## src/include/flash_protect_defs.vh

```
// Constants for the flash program/erase protection block.
// Assumes a 32-bit APB slave with word-aligned registers.
`ifndef FLASH_PROTECT_DEFS_VH
`define FLASH_PROTECT_DEFS_VH

// Register byte offsets.
`define OFF_CTRL_ONE 12'h000
`define OFF_CTRL_TWO 12'h004
`define OFF_BLOCK_SEL 12'h008
`define OFF_STATUS 12'h00C

// Field positions in flash_ctrl_one.
`define C1_PROG 0
`define C1_ERASE 1
`define C1_PVERIFY 2
`define C1_EVERIFY 3
`define C1_WEGATE 6

// Field positions in flash_ctrl_two.
`define C2_PSETUP 0
`define C2_ESETUP 1
`define C2_ERROR 7

// Field positions in the status register.
`define ST_PROG_ACT 0
`define ST_ERASE_ACT 1
`define ST_PVER_ACT 2
`define ST_EVER_ACT 3
`define ST_ERROR 4
`define ST_IRQ_BLOCK 5
`define ST_READ_BAD 6

// Reset values.
`define CTRL_ONE_RST 8'h00
`define CTRL_TWO_RST 8'h00
`define BLOCK_SEL_RST 8'h00
`define BLOCK_NONE 8'h00

// Minimum wait after setting the write-enable gate before loading program data.
`define GATE_WAIT_NS 10000
`define CLK_PERIOD_NS 50

`endif

```

## src/rtl/flash_program_erase_protect.v

```verilog
// Flash program/erase protection: control registers, block select, error protection.
// Assumes an APB master on pclk and CPU event strobes synchronous to pclk.
//
// What this block does
// - Cleared write-enable gate prohibits program and erase on all blocks.
// - Software protection refuses program or erase mode despite set bits.
// - Each block is enabled for program and erase by its select bit.
// - All-zero block select protects every block.
// - APB reset, watchdog reset or standby entry clears control and block select registers; power-on reset does not.
// - A malfunction during program or erase sets the error flag.
// - Error protection keeps register contents but aborts the operation at once.
// - Under error protection, program and erase mode cannot be re-entered.
// - Under error protection, verify bits remain writable and verify mode allowed.
// - Flash read, vector read or fetch during program/erase raises the error.
// - Non-reset exception start during program/erase raises the error.
// - Sleep or software standby during program/erase raises the error.
// - Bus granted away during program/erase raises the error.
// - Only power-on reset clears the error flag and error protection.
// - Interrupts are blocked in error protection while program or erase is set.
// - Flash reads while program or erase is set are flagged invalid.
// - Setup bits sit in control two; program, erase, verify bits in one.
`timescale 1ns/1ps
`include "flash_protect_defs.vh"

module flash_program_erase_protect #(
    parameter NUM_BLOCKS = 8
) (
    // Clock and resets
    input wire pclk,
    input wire presetn,
    input wire por_n,
    input wire wdt_reset,
    input wire standby_entry,
    // APB slave
    input wire psel,
    input wire penable,
    input wire pwrite,
    input wire [11:0] paddr,
    input wire [31:0] pwdata,
    output reg [31:0] prdata,
    output reg pready,
    output reg pslverr,
    // CPU activity strobes
    input wire flash_read,
    input wire exception_start,
    input wire sleep_exec,
    input wire bus_release,
    // Flash array control
    output reg [NUM_BLOCKS-1:0] prog_enable,
    output reg [NUM_BLOCKS-1:0] erase_enable,
    output reg pverify_mode,
    output reg everify_mode,
    output reg psetup_mode,
    output reg esetup_mode,
    output reg gate_open,
    output reg error_flag,
    output reg irq_block,
    output reg read_invalid
);

    // Gate settle time in whole cycles, rounded up so the wait is never short.
    localparam [15:0] GATE_WAIT_CYC = (`GATE_WAIT_NS + `CLK_PERIOD_NS - 1) / `CLK_PERIOD_NS;

    // Stored state and its next values.
    reg [7:0] ctrl_one_q;
    reg [7:0] ctrl_one_d;
    reg [7:0] ctrl_two_q;
    reg [7:0] ctrl_two_d;
    reg [NUM_BLOCKS-1:0] block_sel_q;
    reg [NUM_BLOCKS-1:0] block_sel_d;
    reg error_q;
    reg error_d;
    reg [15:0] gate_cnt_q;
    reg [15:0] gate_cnt_d;

    // Next values of the registered outputs.
    reg [NUM_BLOCKS-1:0] prog_enable_d;
    reg [NUM_BLOCKS-1:0] erase_enable_d;
    reg pverify_mode_d;
    reg everify_mode_d;
    reg psetup_mode_d;
    reg esetup_mode_d;
    reg gate_open_d;
    reg error_flag_d;
    reg irq_block_d;
    reg read_invalid_d;
    reg [31:0] prdata_d;
    reg pready_d;
    reg pslverr_d;

    wire setup_phase = psel & ~penable;
    wire wr_en = psel & penable & pwrite;
    wire pe_set = ctrl_one_q[`C1_PROG] | ctrl_one_q[`C1_ERASE];
    wire gate = ctrl_one_q[`C1_WEGATE];
    // Blocks are usable only with the gate open and a nonzero selection.
    wire [NUM_BLOCKS-1:0] block_ok = gate ? block_sel_q : {NUM_BLOCKS{1'b0}};
    wire sw_ok = gate & (|block_sel_q);
    wire malfunction = pe_set & (flash_read | exception_start | sleep_exec | bus_release);
    wire clr_regs = wdt_reset | standby_entry;
    // A fresh malfunction acts in the same cycle as a standing error.
    wire err_now = error_q | malfunction;

    function addr_hit;
        input [11:0] a;
        input [11:0] off;
        begin
            addr_hit = (a == off);
        end
    endfunction

    always @* begin
        error_d = error_q;
        if (malfunction) begin
            error_d = 1'b1;
        end
    end

    // Error flag only falls on power-on reset; other resets leave it standing.
    always @(posedge pclk or negedge por_n) begin
        if (!por_n) begin
            error_q <= 1'b0;
        end else begin
            error_q <= error_d;
        end
    end

    always @* begin
        ctrl_one_d = ctrl_one_q;
        ctrl_two_d = ctrl_two_q;
        block_sel_d = block_sel_q;
        gate_cnt_d = gate_cnt_q;
        if (clr_regs) begin
            ctrl_one_d = `CTRL_ONE_RST;
            ctrl_two_d = `CTRL_TWO_RST;
            block_sel_d = {NUM_BLOCKS{1'b0}};
            gate_cnt_d = 16'h0000;
        end else begin
            if (wr_en && addr_hit(paddr, `OFF_CTRL_ONE)) begin
                ctrl_one_d = {1'b0, pwdata[`C1_WEGATE], 2'b00, pwdata[3:0]};
            end
            if (wr_en && addr_hit(paddr, `OFF_CTRL_TWO)) begin
                ctrl_two_d = {6'h00, pwdata[`C2_ESETUP], pwdata[`C2_PSETUP]};
            end
            if (wr_en && addr_hit(paddr, `OFF_BLOCK_SEL)) begin
                block_sel_d = pwdata[NUM_BLOCKS-1:0];
            end
            if (!gate) begin
                gate_cnt_d = 16'h0000;
            end else if (gate_cnt_q != GATE_WAIT_CYC) begin
                gate_cnt_d = gate_cnt_q + 16'h0001;
            end
        end
    end

    always @(posedge pclk or negedge presetn) begin
        if (!presetn) begin
            ctrl_one_q <= `CTRL_ONE_RST;
            ctrl_two_q <= `CTRL_TWO_RST;
            block_sel_q <= {NUM_BLOCKS{1'b0}};
            gate_cnt_q <= 16'h0000;
        end else begin
            ctrl_one_q <= ctrl_one_d;
            ctrl_two_q <= ctrl_two_d;
            block_sel_q <= block_sel_d;
            gate_cnt_q <= gate_cnt_d;
        end
    end

    always @* begin
        // Abort at once on a fresh malfunction, and stay out while the error stands.
        if (err_now || !sw_ok) begin
            prog_enable_d = {NUM_BLOCKS{1'b0}};
            erase_enable_d = {NUM_BLOCKS{1'b0}};
        end else begin
            prog_enable_d = ctrl_one_q[`C1_PROG] ? block_ok : {NUM_BLOCKS{1'b0}};
            erase_enable_d = ctrl_one_q[`C1_ERASE] ? block_ok : {NUM_BLOCKS{1'b0}};
        end
        pverify_mode_d = gate & ctrl_one_q[`C1_PVERIFY];
        everify_mode_d = gate & ctrl_one_q[`C1_EVERIFY];
        psetup_mode_d = gate & ctrl_two_q[`C2_PSETUP];
        esetup_mode_d = gate & ctrl_two_q[`C2_ESETUP];
        gate_open_d = gate & (gate_cnt_q == GATE_WAIT_CYC);
        error_flag_d = err_now;
        irq_block_d = err_now & pe_set;
        read_invalid_d = flash_read & pe_set;
    end

    // Array control outputs, registered.
    always @(posedge pclk or negedge presetn) begin
        if (!presetn) begin
            prog_enable <= {NUM_BLOCKS{1'b0}};
            erase_enable <= {NUM_BLOCKS{1'b0}};
            pverify_mode <= 1'b0;
            everify_mode <= 1'b0;
            psetup_mode <= 1'b0;
            esetup_mode <= 1'b0;
            gate_open <= 1'b0;
            error_flag <= 1'b0;
            irq_block <= 1'b0;
            read_invalid <= 1'b0;
        end else begin
            prog_enable <= prog_enable_d;
            erase_enable <= erase_enable_d;
            pverify_mode <= pverify_mode_d;
            everify_mode <= everify_mode_d;
            psetup_mode <= psetup_mode_d;
            esetup_mode <= esetup_mode_d;
            gate_open <= gate_open_d;
            error_flag <= error_flag_d;
            irq_block <= irq_block_d;
            read_invalid <= read_invalid_d;
        end
    end

    // APB read path: data is latched in the setup cycle, so the access never waits.
    always @* begin
        pready_d = setup_phase;
        pslverr_d = 1'b0;
        prdata_d = 32'h00000000;
        if (setup_phase) begin
            if (addr_hit(paddr, `OFF_CTRL_ONE)) begin
                prdata_d = {24'h000000, ctrl_one_q};
            end else if (addr_hit(paddr, `OFF_CTRL_TWO)) begin
                prdata_d = {24'h000000, error_q, ctrl_two_q[6:0]};
            end else if (addr_hit(paddr, `OFF_BLOCK_SEL)) begin
                prdata_d = {{(32-NUM_BLOCKS){1'b0}}, block_sel_q};
            end else if (addr_hit(paddr, `OFF_STATUS)) begin
                prdata_d = {25'h0000000, read_invalid, irq_block, error_q,
                            everify_mode, pverify_mode, |erase_enable, |prog_enable};
            end else begin
                pslverr_d = 1'b1;
            end
        end
    end

    always @(posedge pclk or negedge presetn) begin
        if (!presetn) begin
            prdata <= 32'h00000000;
            pready <= 1'b0;
            pslverr <= 1'b0;
        end else begin
            prdata <= prdata_d;
            pready <= pready_d;
            pslverr <= pslverr_d;
        end
    end

endmodule // flash_program_erase_protect

```

## config.mk

```make
export PLATFORM = sky130hd
export DESIGN_NAME = flash_program_erase_protect
export DESIGN_NICKNAME = d
export VERILOG_FILES = /design/src/rtl/flash_program_erase_protect.v
export VERILOG_INCLUDE_DIRS = /design/src /design/src/include
export SDC_FILE = /design/constraint.sdc
export NUM_CORES = 1
export LEC_CHECK = 0
export BUFFER_PORTS_ARGS = -buffer_cell sky130_fd_sc_hd__buf_2
export CAP_MARGIN = 20
export CORE_ASPECT_RATIO = 1.25
export CORE_MARGIN = 3
export CORE_UTILIZATION = 53
export DETAILED_ROUTE_END_ITERATION = 10
export PLACE_DENSITY_LB_ADDON = 0.12
export SKIP_LAST_GASP = 1
export SLEW_MARGIN = 20
export SYNTH_ARGS = -nofsm -noshare
export SYNTH_HDL_FRONTEND = slang
export SYNTH_SLANG_ARGS = --single-unit
```

## constraint.sdc

```tcl
create_clock -name pclk -period 2.4 [get_ports pclk]
set_input_delay 0.36 -clock pclk [delete_from_list [all_inputs] [get_ports pclk]]
set_output_delay 0.36 -clock pclk [all_outputs]
set_load 0.005 [all_outputs]
```

==> flow_metrics.tcl <==
set metrics [dict create \
    synthCells 287 \
    yosysSeqAreaShare 0.533 \
    use_met3 0.0377 \
    io_buffers 65 \
    tns_ns 0 \
    num_io_pins 114 \
    grt.busiest_layer "met2" \
    synth-edff-count 0 \
    cts_max_level 3 \
    ys_top_cells_by_area "dfrtp_1 (53%), mux2i_1 (6.5%), buf_4 (5.8%)" \
    cts-root-buf "clkbuf_8" \
    slowest_delay_ns 0.46 \
    hold_viol 0 \
    insertion_delay_ns 0.34 \
    peakVddDrop_mv 0.448 \
    n_antenna_cell 0 \
    cellLeakagePower_nw 1.74 \
    fin_util 0.648 \
    yosys_register_bits 66 \
    grtUsageMet2 0.330 \
    cts_buffers 9 \
    cts.sinks 66 \
    ys_async_sr_fraction 1.00 \
    gr-total-overflow 0 \
    status "finished, final reports clean" \
    path_buf_inv 1 \
    clk_pin_slew_worst_paths_ns 0.07 \
    grt_pass1_wl_mm 10.3 \
    cellPowerDensity_nw_per_um2 619 \
    track_usage 0.197 \
    max_cap_violations 0 \
    cts_tree "done" \
    first_global_vias 2106 \
    max_freq_mhz 560 \
    synth.distinct_cells 43 \
    min_path_type "input port to asynchronous set/reset pin" \
    dpl.hpwl_mm 4.47 \
    ant_nets 0 \
    critical_path_class "flop to flop" \
    finClkSkew_ns 0.00590 \
    required_ns 2.66 \
    start_util 0.558 \
    drive_gt1_frac 0.257 \
    vias_per_cell 5.23 \
    cts_buffer_depth 2 \
    crit_chain "inv_1, ha_1, nor4b_1, and4_1, or3b_2, a21oi_1" \
    post_drt_wl_per_cell_um 14.7 \
    crit_arrival_ns 2.05 \
    drtIter0Drc 62 \
    syn_area_um2 3100 \
    crit_family "simple AND/OR/NAND/NOR gates" \
    path_max_fanout 7 \
    drt_wl_total_mm 6.22 \
    yosys.area.top_type_share 0.533 \
    core_area_um2 5560 \
    antenna_found_initial 0 \
    ys_dominant_reg_cell "dfrtp_1" \
    relSlewSlack 0.477 \
    syn2layout_area_growth_pct 16.2 \
    die_area_um2 6810 \
    cts_setup_buffers 0 \
    cts_resized 0 \
    yosys-top-cells-count "dfrtp_1 (66), nor2_1 (38), buf_4 (24)" \
    rsz0062_at_grt "false" \
    finish.net_count 411 \
    drt-pass1-iter-count 4 \
    rows 30 \
    crit_path_start_kind "flop" \
    num_vias 2206 \
    synth_most_common_cell "dfrtp_1" \
    die_h_um 91.5 \
    setup_viol 0 \
    drc_errors 0 \
    die_w_um 74.4 \
    post-route-min-period_ns 1.79 \
    slowest_stage "dfrtp_1" \
    grt_max_degree 66 \
    gr-usage-met1 0.237 \
    gp_congestion 0.879 \
    synth_warnings 0 \
    post-route-period-util 0.745 \
    drv_slew 0 \
    synth.avg_cell_area_um2 10.8 \
    worstMarginPinSlew_ns 0.784 \
    yosys.area.top_type "dfrtp_1" \
    cp-end-kind "flop" \
]
==> placed cells by master (no fill, tap or decap), types with 3 or more instances in the layout <==
cell type	n
nand4_1	7
and4_1	3
a31oi_1	3
nor4_1	7
and3_1	3
nor2b_1	3
inv_1	4
and2_1	20
clkbuf_8	10
a21oi_1	6
xnor2_1	3
xor2_1	7
nand3_1	9
dfrtp_1	66
nor4b_1	3
nor2_1	38
nand2_1	7
conb_1	24
o21ai_0	5
mux2i_1	20
nand3b_1	3
buf_2	65
nor3_1	3
a211oi_1	4
or4_1	4
==> report_power, final <==
group | switching [W] | internal, W | total, W
sequential | 0.000000864 | 0.00111 | 0.00112
clock | 0.000412 | 0.000610 | 0.00102
combinational | 0.0000621 | 0.0000316 | 0.0000937
==> metal layers <==
layer / routed length, um / share of wire
met5: 0 / 0
met4: 121 / 0.019
met3: 279 / 0.045
met2: 3330 / 0.54
met1: 2490 / 0.40
==> worst paths after layout <==
kind,cells past startpoint,slack [ns],endpoint,from
setup / recovery,6,0.61,gate_cnt_q[0],gate_cnt_q[0]
hold reg to reg,1,0.52,everify_mode,ctrl_one_q[3]
hold / removal,2,0.17,esetup_mode,presetn
max in group asynchronous,2,1.69,gate_cnt_q[8],presetn
setup reg to reg,6,0.61,gate_cnt_q[0],gate_cnt_q[0]
min in group pclk,2,0.20,pready,penable
==> timing repair <==
action / in CTS / in global routing
setup endpoints to repair: 0 / 0
endpoints found under the hold margin: 1 / 0
hold buffers: 1 / 0
==> through the flow <==
stage	setup WS, ns	hold WS (ns)	instance area (um2)	total power [W]	cells
after floorplan	0.402	0.0644	3190	0.00120	310
after global placement	0.295	0.135	3370	0.00123	405
after detailed placement	0.270	0.136	3370	0.00123	405
after CTS	0.597	0.193	3600	0.00225	422
after global routing	0.508	0.205	3600	0.00231	422
final	0.613	0.174	3600	0.00223	422
==> logic make-up (layout without fill, tap and decap cells) <==
group / count (synthesis) / after routing / synth area share
XOR/XNOR: 10 / 10 / 0.0283
AND/OR/NAND/NOR: 126 / 126 / 0.240
buffers and inverters: 40 / 88 / 0.0803
AO/OA/AOI/OAI: 21 / 21 / 0.0408
adder cells (fa/ha/maj): 2 / 2 / 0.00807
multiplexers: 21 / 21 / 0.0682
flip-flops: 66 / 66 / 0.533
other: 1 / 24 / 0.00121
==> flip-flops by register name, indices dropped and copies added, names as in the netlist, 2 cells and up <==
register / flops
prog_enable: 8
ctrl_one_q: 5
ctrl_two_q: 2
erase_enable: 8
gate_cnt_q: 16
block_sel_q: 8
prdata: 8
==> layout make-up <==
type	count	area (um2)
timing repair buffer	68	350
clock buffer	11	141
multi-input combinational	204	1280
inverter	4	15.0
sequential	66	1650
tap	64	80.1
clock inverter	5	77.6
fill	470	1950
(Power assumes the default switching activity.)
